## config.mk

```make
export PLATFORM = sky130hd
export DESIGN_NAME = wdtsm_top
export DESIGN_NICKNAME = d
export VERILOG_FILES = /design/src/wdtsm_pkg.sv /design/src/wdtsm_top.sv
export SDC_FILE = /design/constraint.sdc
export NUM_CORES = 1
export LEC_CHECK = 0
export BUFFER_PORTS_ARGS = -buffer_cell sky130_fd_sc_hd__buf_2
export CAP_MARGIN = 5
export CORE_MARGIN = 2
export CORE_UTILIZATION = 35
export DETAILED_ROUTE_END_ITERATION = 7
export PLACE_DENSITY = 0.56
export RECOVER_POWER = 100
export REMOVE_ABC_BUFFERS = 1
export SKIP_LAST_GASP = 1
export SYNTH_ARGS = -nofsm -noshare
export SYNTH_HDL_FRONTEND = slang
export SYNTH_SLANG_ARGS = --single-unit
export TNS_END_PERCENT = 20
```

## constraint.sdc

```tcl
create_clock -name clk_i -period 7.1 [get_ports clk_i]
set_clock_uncertainty 0.15 [all_clocks]
set_input_delay 0.355 -clock clk_i [delete_from_list [all_inputs] [get_ports clk_i]]
set_output_delay 0.355 -clock clk_i [all_outputs]
set_load 0.02 [all_outputs]
```

## src/wdtsm_pkg.sv

```systemverilog
/*
  wdtsm_pkg: constants for the watchdog timer with sleep modes.
  assumes a 10 MHz system clock and a Wishbone classic register bus.
*/
package wdtsm_pkg;
  // register map (byte addresses)
  localparam logic [3:0] ADDR_CTRL = 4'h0;
  localparam logic [3:0] ADDR_STAT = 4'h4;
  // control field layout
  localparam int SWEN_BIT = 0;
  localparam int PS_LSB = 1;
  localparam int PS_W = 5;
  // reset values and top valid period code
  localparam logic [4:0] PS_RESET = 5'h0B;
  localparam logic [4:0] PS_MAX_CODE = 5'h12;
  localparam logic SWEN_RESET = 1'b0;
  // mode codes
  localparam logic [1:0] MODE_OFF = 2'b00;
  localparam logic [1:0] MODE_SW = 2'b01;
  localparam logic [1:0] MODE_NOSLP = 2'b10;
  localparam logic [1:0] MODE_ON = 2'b11;
  // prescale base: code 0 is 1:32, i.e. 2**5 oscillator ticks
  localparam int PS_BASE_SHIFT = 5;
  localparam int CNT_W = 24;
  localparam logic [CNT_W-1:0] CNT_ZERO = 24'h00_0000;
  // timing
  localparam int CLK_HZ = 10_000_000;
  localparam int LFOSC_HZ = 31_000;
  localparam int BASE_TICK_MS = 1;
  localparam int LFOSC_BASE_TICKS = 32;
endpackage

```

## src/wdtsm_top.sv

```systemverilog
/*
  wdtsm_top: watchdog counter, mode logic, sleep handling and Wishbone
  classic register slave. assumes the low-frequency oscillator, sleep state
  and start-up timer arrive as asynchronous pins; clear and reset requests
  come from the core on clk_i.
*/
// The Wishbone interface to the registers and the address map were left to the implementer.
`timescale 1ns/1ps
module wdtsm_top (
  input wire logic clk_i, // 10 MHz system clock
  input wire logic rst_i, // synchronous reset, active high
  input wire logic [1:0] mode_cfg_i, // watchdog_mode_config, static strap
  input wire logic lfosc_i, // low_freq_internal_osc pin
  input wire logic sleep_i, // device in sleep, asynchronous
  input wire logic ost_run_i, // oscillator_startup_timer running
  input wire logic osc_fail_i, // oscillator failure
  input wire logic clear_watchdog_instruction_i, // clear_watchdog_instruction pulse
  input wire logic wb_cyc_i, // wishbone cycle
  input wire logic wb_stb_i, // wishbone strobe
  input wire logic wb_we_i, // wishbone write enable
  input wire logic [3:0] wb_adr_i, // wishbone byte address
  input wire logic [3:0] wb_sel_i, // wishbone byte selects
  input wire logic [31:0] wb_dat_i, // wishbone write data
  output logic [31:0] wb_dat_o, // wishbone read data
  output logic wb_ack_o, // wishbone acknowledge
  output logic wdt_reset_o, // one-cycle device reset request
  output logic wdt_wake_o, // one-cycle wake request
  output logic timeout_flag_o, // timeout_flag, low after a watchdog event
  output logic power_down_flag_o, // power_down_flag
  output logic wdt_active_o // watchdog running
);

  ////////////////////////////////////////////////////////////////////////////
  // synchronisers for pins
  logic [1:0] lf_sync_ff;
  logic [1:0] slp_sync_ff;
  logic [1:0] ost_sync_ff;
  logic [1:0] fail_sync_ff;
  logic lf_prev_ff;
  logic slp_prev_ff;

  always_ff @(posedge clk_i) begin
    if (rst_i) begin
      lf_sync_ff <= 2'b00;
      slp_sync_ff <= 2'b00;
      ost_sync_ff <= 2'b00;
      fail_sync_ff <= 2'b00;
      lf_prev_ff <= 1'b0;
      slp_prev_ff <= 1'b0;
    end else begin
      lf_sync_ff <= {lf_sync_ff[0], lfosc_i};
      slp_sync_ff <= {slp_sync_ff[0], sleep_i};
      ost_sync_ff <= {ost_sync_ff[0], ost_run_i};
      fail_sync_ff <= {fail_sync_ff[0], osc_fail_i};
      lf_prev_ff <= lf_sync_ff[1];
      slp_prev_ff <= slp_sync_ff[1];
    end
  end

  wire logic sleep_w = slp_sync_ff[1];
  wire logic lf_tick_w = lf_sync_ff[1] & ~lf_prev_ff;
  wire logic slp_enter_w = sleep_w & ~slp_prev_ff;
  wire logic slp_exit_w = ~sleep_w & slp_prev_ff;

  ////////////////////////////////////////////////////////////////////////////
  // registers
  logic [4:0] ps_ff;
  logic swen_ff;

  wire logic bus_req_w = wb_cyc_i & wb_stb_i & ~wb_ack_o;
  wire logic wr_ctrl_w = bus_req_w & wb_we_i & wb_sel_i[0] & (wb_adr_i == wdtsm_pkg::ADDR_CTRL);

  always_ff @(posedge clk_i) begin
    if (rst_i) begin
      ps_ff <= wdtsm_pkg::PS_RESET;
      swen_ff <= wdtsm_pkg::SWEN_RESET;
    end else if (wr_ctrl_w) begin
      ps_ff <= wb_dat_i[wdtsm_pkg::PS_LSB +: wdtsm_pkg::PS_W];
      swen_ff <= wb_dat_i[wdtsm_pkg::SWEN_BIT];
    end
  end

  ////////////////////////////////////////////////////////////////////////////
  // mode decode
  function automatic logic mode_active(input logic [1:0] m, input logic sw, input logic slp);
    logic r;
    r = 1'b0;
    case (m)
      wdtsm_pkg::MODE_ON: r = 1'b1;
      wdtsm_pkg::MODE_NOSLP: r = ~slp;
      wdtsm_pkg::MODE_SW: r = sw;
      wdtsm_pkg::MODE_OFF: r = 1'b0;
      default: r = 1'b0;
    endcase
    return r;
  endfunction

  wire logic active_w = mode_active(mode_cfg_i, swen_ff, sleep_w);

  // limit = 2**(code+5) ticks; reserved codes fall back to 1:32
  wire logic [4:0] eff_ps_w = (ps_ff > wdtsm_pkg::PS_MAX_CODE) ? 5'h00 : ps_ff;
  wire logic [wdtsm_pkg::CNT_W-1:0] limit_w =
    wdtsm_pkg::CNT_W'(24'h00_0001 << (eff_ps_w + 5'(wdtsm_pkg::PS_BASE_SHIFT)));

  ////////////////////////////////////////////////////////////////////////////
  // counter
  logic [wdtsm_pkg::CNT_W-1:0] cnt_ff;
  logic [wdtsm_pkg::CNT_W-1:0] nxt_cnt;
  logic timeout_ff;

  // ost gates whenever it runs; held clear keeps wake-up from racing the clock
  wire logic clear_w = clear_watchdog_instruction_i | slp_enter_w | slp_exit_w | fail_sync_ff[1] |
    ~active_w | ost_sync_ff[1];
  wire logic hit_w = lf_tick_w & (cnt_ff + 24'h00_0001 >= limit_w);

  always_comb begin
    nxt_cnt = cnt_ff;
    if (clear_w || hit_w) begin
      nxt_cnt = wdtsm_pkg::CNT_ZERO;
    end else if (lf_tick_w) begin
      nxt_cnt = cnt_ff + 24'h00_0001;
    end
  end

  always_ff @(posedge clk_i) begin
    if (rst_i) begin
      cnt_ff <= wdtsm_pkg::CNT_ZERO;
      timeout_ff <= 1'b0;
    end else begin
      cnt_ff <= nxt_cnt;
      timeout_ff <= hit_w & ~clear_w;
    end
  end

  ////////////////////////////////////////////////////////////////////////////
  // outputs and flags
  // flags go high on rst_i; after that a timeout, a clear or sleep entry (power-down flag only) moves them
  always_ff @(posedge clk_i) begin
    if (rst_i) begin
      wdt_reset_o <= 1'b0;
      wdt_wake_o <= 1'b0;
      wdt_active_o <= 1'b0;
      timeout_flag_o <= 1'b1;
      power_down_flag_o <= 1'b1;
    end else begin
      wdt_reset_o <= timeout_ff & ~sleep_w;
      wdt_wake_o <= timeout_ff & sleep_w;
      wdt_active_o <= active_w;
      if (timeout_ff) begin
        timeout_flag_o <= 1'b0;
        power_down_flag_o <= ~sleep_w;
      end else if (clear_watchdog_instruction_i) begin
        timeout_flag_o <= 1'b1;
        power_down_flag_o <= 1'b1;
      end else if (slp_enter_w) begin
        power_down_flag_o <= 1'b0;
      end
    end
  end

  ////////////////////////////////////////////////////////////////////////////
  // wishbone slave, one-cycle answer
  wire logic [31:0] rd_ctrl_w = {26'h000_0000, ps_ff, swen_ff};
  wire logic [31:0] rd_stat_w = {29'h0000_0000, wdt_active_o, power_down_flag_o, timeout_flag_o};
  wire logic [31:0] rd_mux_w = (wb_adr_i == wdtsm_pkg::ADDR_CTRL) ? rd_ctrl_w :
    (wb_adr_i == wdtsm_pkg::ADDR_STAT) ? rd_stat_w : 32'h0000_0000;

  always_ff @(posedge clk_i) begin
    if (rst_i) begin
      wb_ack_o <= 1'b0;
      wb_dat_o <= 32'h0000_0000;
    end else begin
      wb_ack_o <= bus_req_w;
      wb_dat_o <= bus_req_w ? rd_mux_w : 32'h0000_0000;
    end
  end

  ////////////////////////////////////////////////////////////////////////////
  // checks
  chk_reset_ps_load: assert property (@(posedge clk_i) rst_i |=> ps_ff == 5'h0B)
    else $error("period select not loaded on reset");
  chk_off_mode_idle: assert property (@(posedge clk_i) disable iff (rst_i)
    (mode_cfg_i == 2'b00) |=> cnt_ff == 24'h00_0000)
    else $error("count moved in off mode");
  chk_on_mode_act: assert property (@(posedge clk_i) disable iff (rst_i)
    (mode_cfg_i == 2'b11) |-> active_w)
    else $error("always-on mode not active");
  chk_noslp_sleep: assert property (@(posedge clk_i) disable iff (rst_i)
    (mode_cfg_i == 2'b10 && sleep_w) |-> !active_w)
    else $error("mode 10 active in sleep");
  chk_sw_follow: assert property (@(posedge clk_i) disable iff (rst_i)
    (mode_cfg_i == 2'b01) |-> active_w == swen_ff)
    else $error("mode 01 ignores enable bit");
  chk_clear_zero: assert property (@(posedge clk_i) disable iff (rst_i)
    clear_watchdog_instruction_i |=> cnt_ff == 24'h00_0000)
    else $error("clear did not zero count");
  chk_ost_hold: assert property (@(posedge clk_i) disable iff (rst_i)
    ost_sync_ff[1] |=> cnt_ff == 24'h00_0000)
    else $error("count moved during start-up");
  chk_reserved_min: assert property (@(posedge clk_i) disable iff (rst_i)
    (ps_ff > 5'h12) |-> limit_w == 24'h00_0020)
    else $error("reserved code not minimum");
  chk_timeout_reset: assert property (@(posedge clk_i) disable iff (rst_i)
    (timeout_ff && !sleep_w) |=> wdt_reset_o && !timeout_flag_o)
    else $error("timeout awake gave no reset");
  chk_sleep_wake: assert property (@(posedge clk_i) disable iff (rst_i)
    (timeout_ff && sleep_w) |=> wdt_wake_o && !wdt_reset_o)
    else $error("sleep timeout did not wake");
  chk_timeout_pulse: assert property (@(posedge clk_i) disable iff (rst_i)
    timeout_ff |=> !timeout_ff)
    else $error("timeout longer than one cycle");
  chk_ack_once: assert property (@(posedge clk_i) disable iff (rst_i)
    wb_ack_o |=> !wb_ack_o)
    else $error("ack held two cycles");

  // counter behaviour between and at ticks
  chk_fail_hold: assert property (@(posedge clk_i) disable iff (rst_i)
    fail_sync_ff[1] |=> cnt_ff == 24'h00_0000)
    else $error("count moved during oscillator failure");
  chk_slp_enter_clr: assert property (@(posedge clk_i) disable iff (rst_i)
    slp_enter_w |=> cnt_ff == 24'h00_0000)
    else $error("count not cleared at sleep entry");
  chk_slp_exit_clr: assert property (@(posedge clk_i) disable iff (rst_i)
    slp_exit_w |=> cnt_ff == 24'h00_0000)
    else $error("count not cleared at wake");
  chk_inactive_clr: assert property (@(posedge clk_i) disable iff (rst_i)
    !active_w |=> cnt_ff == 24'h00_0000)
    else $error("count moved while disabled");
  chk_tick_count: assert property (@(posedge clk_i) disable iff (rst_i)
    (lf_tick_w && !clear_w && !hit_w) |=> cnt_ff == $past(cnt_ff) + 24'h00_0001)
    else $error("tick did not advance count");
  chk_idle_hold: assert property (@(posedge clk_i) disable iff (rst_i)
    (!lf_tick_w && !clear_w) |=> cnt_ff == $past(cnt_ff))
    else $error("count moved without a tick");
  chk_hit_wrap: assert property (@(posedge clk_i) disable iff (rst_i)
    (hit_w && !clear_w) |=> cnt_ff == 24'h00_0000 && timeout_ff)
    else $error("hit gave no timeout");
  chk_clear_beats: assert property (@(posedge clk_i) disable iff (rst_i)
    (hit_w && clear_w) |=> !timeout_ff)
    else $error("timeout despite clear");

  // period decode at fixed points
  chk_limit_default: assert property (@(posedge clk_i) disable iff (rst_i)
    (ps_ff == 5'h0B) |-> limit_w == 24'h01_0000)
    else $error("reset code not 1:65536");
  chk_limit_top: assert property (@(posedge clk_i) disable iff (rst_i)
    (ps_ff == 5'h12) |-> limit_w == 24'h80_0000)
    else $error("top code not 1:8388608");
  chk_limit_min: assert property (@(posedge clk_i) disable iff (rst_i)
    (ps_ff == 5'h00) |-> limit_w == 24'h00_0020)
    else $error("code 0 not 1:32");

  // flags and pulses
  chk_wake_flags: assert property (@(posedge clk_i) disable iff (rst_i)
    (timeout_ff && sleep_w) |=> !power_down_flag_o && !timeout_flag_o)
    else $error("wake flags wrong");
  chk_awake_pd: assert property (@(posedge clk_i) disable iff (rst_i)
    (timeout_ff && !sleep_w) |=> power_down_flag_o)
    else $error("reset flags wrong");
  chk_clr_flags: assert property (@(posedge clk_i) disable iff (rst_i)
    (clear_watchdog_instruction_i && !timeout_ff) |=> timeout_flag_o && power_down_flag_o)
    else $error("clear did not set flags");
  chk_enter_pd: assert property (@(posedge clk_i) disable iff (rst_i)
    (slp_enter_w && !timeout_ff && !clear_watchdog_instruction_i) |=> !power_down_flag_o)
    else $error("sleep entry left power-down flag high");
  chk_no_reset_sleep: assert property (@(posedge clk_i) disable iff (rst_i)
    wdt_wake_o |-> !wdt_reset_o)
    else $error("reset and wake together");
  chk_reset_pulse: assert property (@(posedge clk_i) disable iff (rst_i)
    wdt_reset_o |=> !wdt_reset_o)
    else $error("reset request longer than one cycle");
  chk_wake_pulse: assert property (@(posedge clk_i) disable iff (rst_i)
    wdt_wake_o |=> !wdt_wake_o)
    else $error("wake request longer than one cycle");
  chk_active_reg: assert property (@(posedge clk_i) disable iff (rst_i)
    1'b1 |=> wdt_active_o == $past(active_w))
    else $error("active output lags mode decode");

  // mode table corners
  chk_off_inactive: assert property (@(posedge clk_i) disable iff (rst_i)
    (mode_cfg_i == 2'b00) |-> !active_w)
    else $error("off mode active");
  chk_noslp_awake: assert property (@(posedge clk_i) disable iff (rst_i)
    (mode_cfg_i == 2'b10 && !sleep_w) |-> active_w)
    else $error("mode 10 idle while awake");
  chk_sw_sleep: assert property (@(posedge clk_i) disable iff (rst_i)
    (mode_cfg_i == 2'b01 && sleep_w) |-> active_w == swen_ff)
    else $error("sleep changed software mode");

  // register bus
  chk_ack_answer: assert property (@(posedge clk_i) disable iff (rst_i)
    bus_req_w |=> wb_ack_o)
    else $error("request not acknowledged");
  chk_ack_idle: assert property (@(posedge clk_i) disable iff (rst_i)
    (!wb_cyc_i || !wb_stb_i) |=> !wb_ack_o)
    else $error("ack without request");
  chk_sel_ignore: assert property (@(posedge clk_i) disable iff (rst_i)
    (bus_req_w && wb_we_i && !wb_sel_i[0]) |=> $stable(ps_ff))
    else $error("masked write changed period");
  chk_unmapped_zero: assert property (@(posedge clk_i) disable iff (rst_i)
    (bus_req_w && wb_adr_i == 4'h8) |=> wb_dat_o == 32'h0000_0000)
    else $error("unmapped read not zero");

  cov_reset_awake: cover property (@(posedge clk_i) wdt_reset_o);
  cov_wake_sleep: cover property (@(posedge clk_i) wdt_wake_o);
  cov_ctrl_write: cover property (@(posedge clk_i) wr_ctrl_w);
  cov_sw_mode_on: cover property (@(posedge clk_i) mode_cfg_i == 2'b01 && active_w);
  cov_reserved_code: cover property (@(posedge clk_i) ps_ff > 5'h12 && hit_w);

endmodule // wdtsm_top

```

==> metrics.md <==
| Metric | Value |
|---|---|
| Outcome | `finished clean` |
| RD Place Congestion | `0.776` |
| CP peak stage delay | `1040 ps` |
| Post-CTS Resized | `0` |
| RSZ-0062 raised after global routing | `no` |
| Setup violators final | `0` |
| DP Worst Slack | `3050 ps` |
| Crit path kind | `register to register` |
| Register-to-Register Path Depth | `12` |
| Max Clk Rate | `211 MHz` |
| Net Sw Power | `approximately 0.14 mW` |
| Setup crit start kind | `register` |
| Final slew viol count | `0` |
| Worst Path Required | `between 7000 and 8000 ps` |
| Global Route Usage Sum | `about 14%` |
| Top_reg_cell synth | `dfxtp_1` |
| Starting density of the core | `around 36%` |
| Register area share after synthesis | `slightly above 30%` |
| DR vias | `2819` |
| Site Rows | `36` |
| Area grow syn2layout | `4.46%` |
| Crit path max-delay family | `compound AO/OA/AOI/OAI gates` |
| WHS | `76.7 ps` |
| Storage cell area | `1060 um2` |
| Slew at the pin with the worst max-slew slack | `between 1000 and 1500 ps` |
| Switch share | `26.9%` |
| Max Cap Violations | `0` |
| Fin crit share | `66.8%` |
| CTS Sinks | `53` |
| Cts hold-fix bufs | `0` |
| Number of global-route vias before repair | `2499` |
| Yosys warns | `0` |
| Hold path depth | `2` |
| Number of diodes | `0` |
| Seq pwr share | `57.4%` |
| CP Max Fanout | `16` |
| Final Util | `37.1%` |
| Worst path bufs/invs | `1` |
| Multi-input logic area | `2070 um2` |
| Leakage | `about 1.3 nW` |
| Wire length per cell | `12.6 um` |
| Pwr dens | `147 nW/um2` |
| Post-route setup TNS | `0 ps` |
| Critical path depth in cells | `12` |
| R2r setup slk | `~2400 ps` |
| TritonCTS Buffers | `5` |
| Final WL | `7140 um` |
| Share of cells above drive strength 1 | `a little under a tenth` |
| # fillers | `around 1000` |
| Vias per inst | `4.99` |
| Post-CTS Setup Inserts | `0` |
| Most common cell after layout, fill and taps aside | `dfxtp_1` |
| Die Wd | `about 100 um` |
| Detailed Route Iter0 Violations | `116` |
| Clk slew on worst S/H paths | `~110 ps` |
| Most frequent cells in the layout | `dfxtp_1, nand2_1, nand4_1, conb_1, nand3_1` |
| Clock latency on the worst-skew pair | `320 ps` |
| Height of the die | `103 um` |
| Clk network pwr share | `a little over a third` |
| Final Total Pwr | `roughly 0.53 mW` |
| Post-Synthesis Cells | `just over 400` |
| Worst Path Arrival | `4810 ps` |
| # IOs | `90` |
| Global route total overflow | `0` |
| DRC Markers | `0` |
| Yosys cell types | `51` |
| Crit end category | `register` |
| PnR worst setup slack | `roughly 2400 ps` |
| P_int | `just under 0.4 mW` |
| Routed Antenna Nets | `0` |
| Comb power frac | `about 7%` |
| Cell Chain, Critical Path | `and4_1 -> and4_1 -> nand3_1 -> xnor2_1 -> ha_1 -> a21oi_1 -> o21ai_0 -> a21oi_1 -> a2bb2oi_1 -> clkbuf_1 -> nand4_1 -> a31oi_1` |
| Initial antenna violation count | `0` |
| CTS max path bufs | `2` |
| Die area | `10600 um2` |
| Detailed Routing Iterations Pass 1 | `4` |
| Post-DP HPWL | `5020 um` |
| CP max-delay cell | `a2bb2oi_1` |
| Root Buffer | `clkbuf_8` |
| Post-synth EDFFs | `0` |
| Slew margin rel. | `11.8%` |
| Syn avg cell area | `8.27 um2` |
| Post-Syn Area | `3420 um2` |
| Tightest Hold Check Type | `input port to register` |
| Core Region | `9640 um2` |
| Largest net degree at the start of global routing | `32` |
| Tmin final | `4740 ps` |
| Number of H-tree levels | `2` |
| Ys async rst share | `0%` |
| Final Hold Viols | `0` |
| First-pass GRT wire length | `approximately 12000 um` |
| CTS tree | `yes` |
| Post-synthesis sequential element count | `53` |
| PortBufs | `34` |
| Nets | `508` |
| Max IR drop VDD | `0.0881 mV` |
[routing by layer]
metal	wire length (um)	vias to the layer above	global-route usage, %
li1	-	1447	-
met1	3470	1314	18.8
met2	3330	50	22.2
met3	249	8	2.44
met4	92	0	3.85
met5	0	-	0
[cell families (layout without fill, tap and decap cells)]
family | after synthesis | in the layout | share of synthesized area, %
DFF | 53 | 53 | 31.0
adders and majority gates | 25 | 25 | 9.14
buffers and inverters | 58 | 47 | 11.4
xor gates and xnor gates | 23 | 23 | 5.88
and+or+nand+nor | 186 | 186 | 29.5
other | 2 | 31 | 0.219
muxes | 7 | 7 | 2.08
AOI/OAI and AO/OA | 60 | 60 | 10.8
[final cells by class]
cell class	count	area share (%)
sequential	53	29.7
tap	133	4.65
clock buffer	5	1.92
inverter	3	0.315
timing repair buffer	36	4.62
multi-input combinational	332	58.0
clock inverter	3	0.805
[metrics by stage]
step,instances,instance area (um2)
detailed placement,557,3520
floorplan,388,3150
global route,565,3580
finish,565,3580
CTS,565,3610
global placement,557,3520
[final timing paths]
check / end / startpoint
worst min-delay path: ps_ff[0]$_SDFFE_PP1P_ / wb_dat_i[1]
worst min register to register: slp_sync_ff[1]$_SDFF_PP0_ / slp_sync_ff[0]$_SDFF_PP0_
worst max-delay path: cnt_ff[10]$_SDFFE_PP0P_ / cnt_ff[2]$_SDFFE_PP0P_
worst max register to register: cnt_ff[10]$_SDFFE_PP0P_ / cnt_ff[2]$_SDFFE_PP0P_
[registers in the layout (all words and copies together), names as in the netlist]
name / cells
cnt_ff: 24
wb_dat_o: 6
ps_ff: 5
fail_sync_ff: 2
lf_sync_ff: 2
ost_sync_ff: 2
slp_sync_ff: 2
lf_prev_ff: 1
power_down_flag_o: 1
slp_prev_ff: 1
swen_ff: 1
timeout_ff: 1
timeout_flag_o: 1
wb_ack_o: 1
wdt_active_o: 1
wdt_reset_o: 1
wdt_wake_o: 1
[synthesized netlist by cell type, types with 2 or more instances]
library cell   n  share of area (%)
clkbuf_1      17                1.9
ha_1          25                9.1
inv_1          3               0.33
nor3b_1        3               0.66
a211oi_1       5                1.1
nor3_1        14                2.0
nor2b_1       19                3.5
nand2_1       43                4.7
a31oi_1        8                1.5
buf_4         29                6.4
mux2i_1        6                1.8
o211ai_1       3               0.66
a21oi_1       25                3.7
a211o_1        3               0.77
nand3_1       27                3.9
buf_6          3               0.99
dfxtp_1       53                 31
xor2_1         6                1.5
nor2_1        23                2.5
and4_2         2               0.58
nand2b_1       3               0.55
o21ai_0        9                1.3
clkbuf_8       4                1.6
and3_1         2               0.37
xnor2_1       17                4.3
nand3b_1       2               0.44
conb_1         2               0.22
nand4_1       31                5.7
and4_1         3               0.77
and2_1         3               0.55
[power by group through the flow]
stage	clock, mW	sequential [mW]	combinational [mW]
detailed placement	0	0.309	0.0380
CTS	0.195	0.302	0.0381
global route	0.210	0.303	0.0416
floorplan	0	0.310	0.0240
global placement	0	0.309	0.0375
finish	0.187	0.302	0.0373
(Power assumes the default switching activity.)
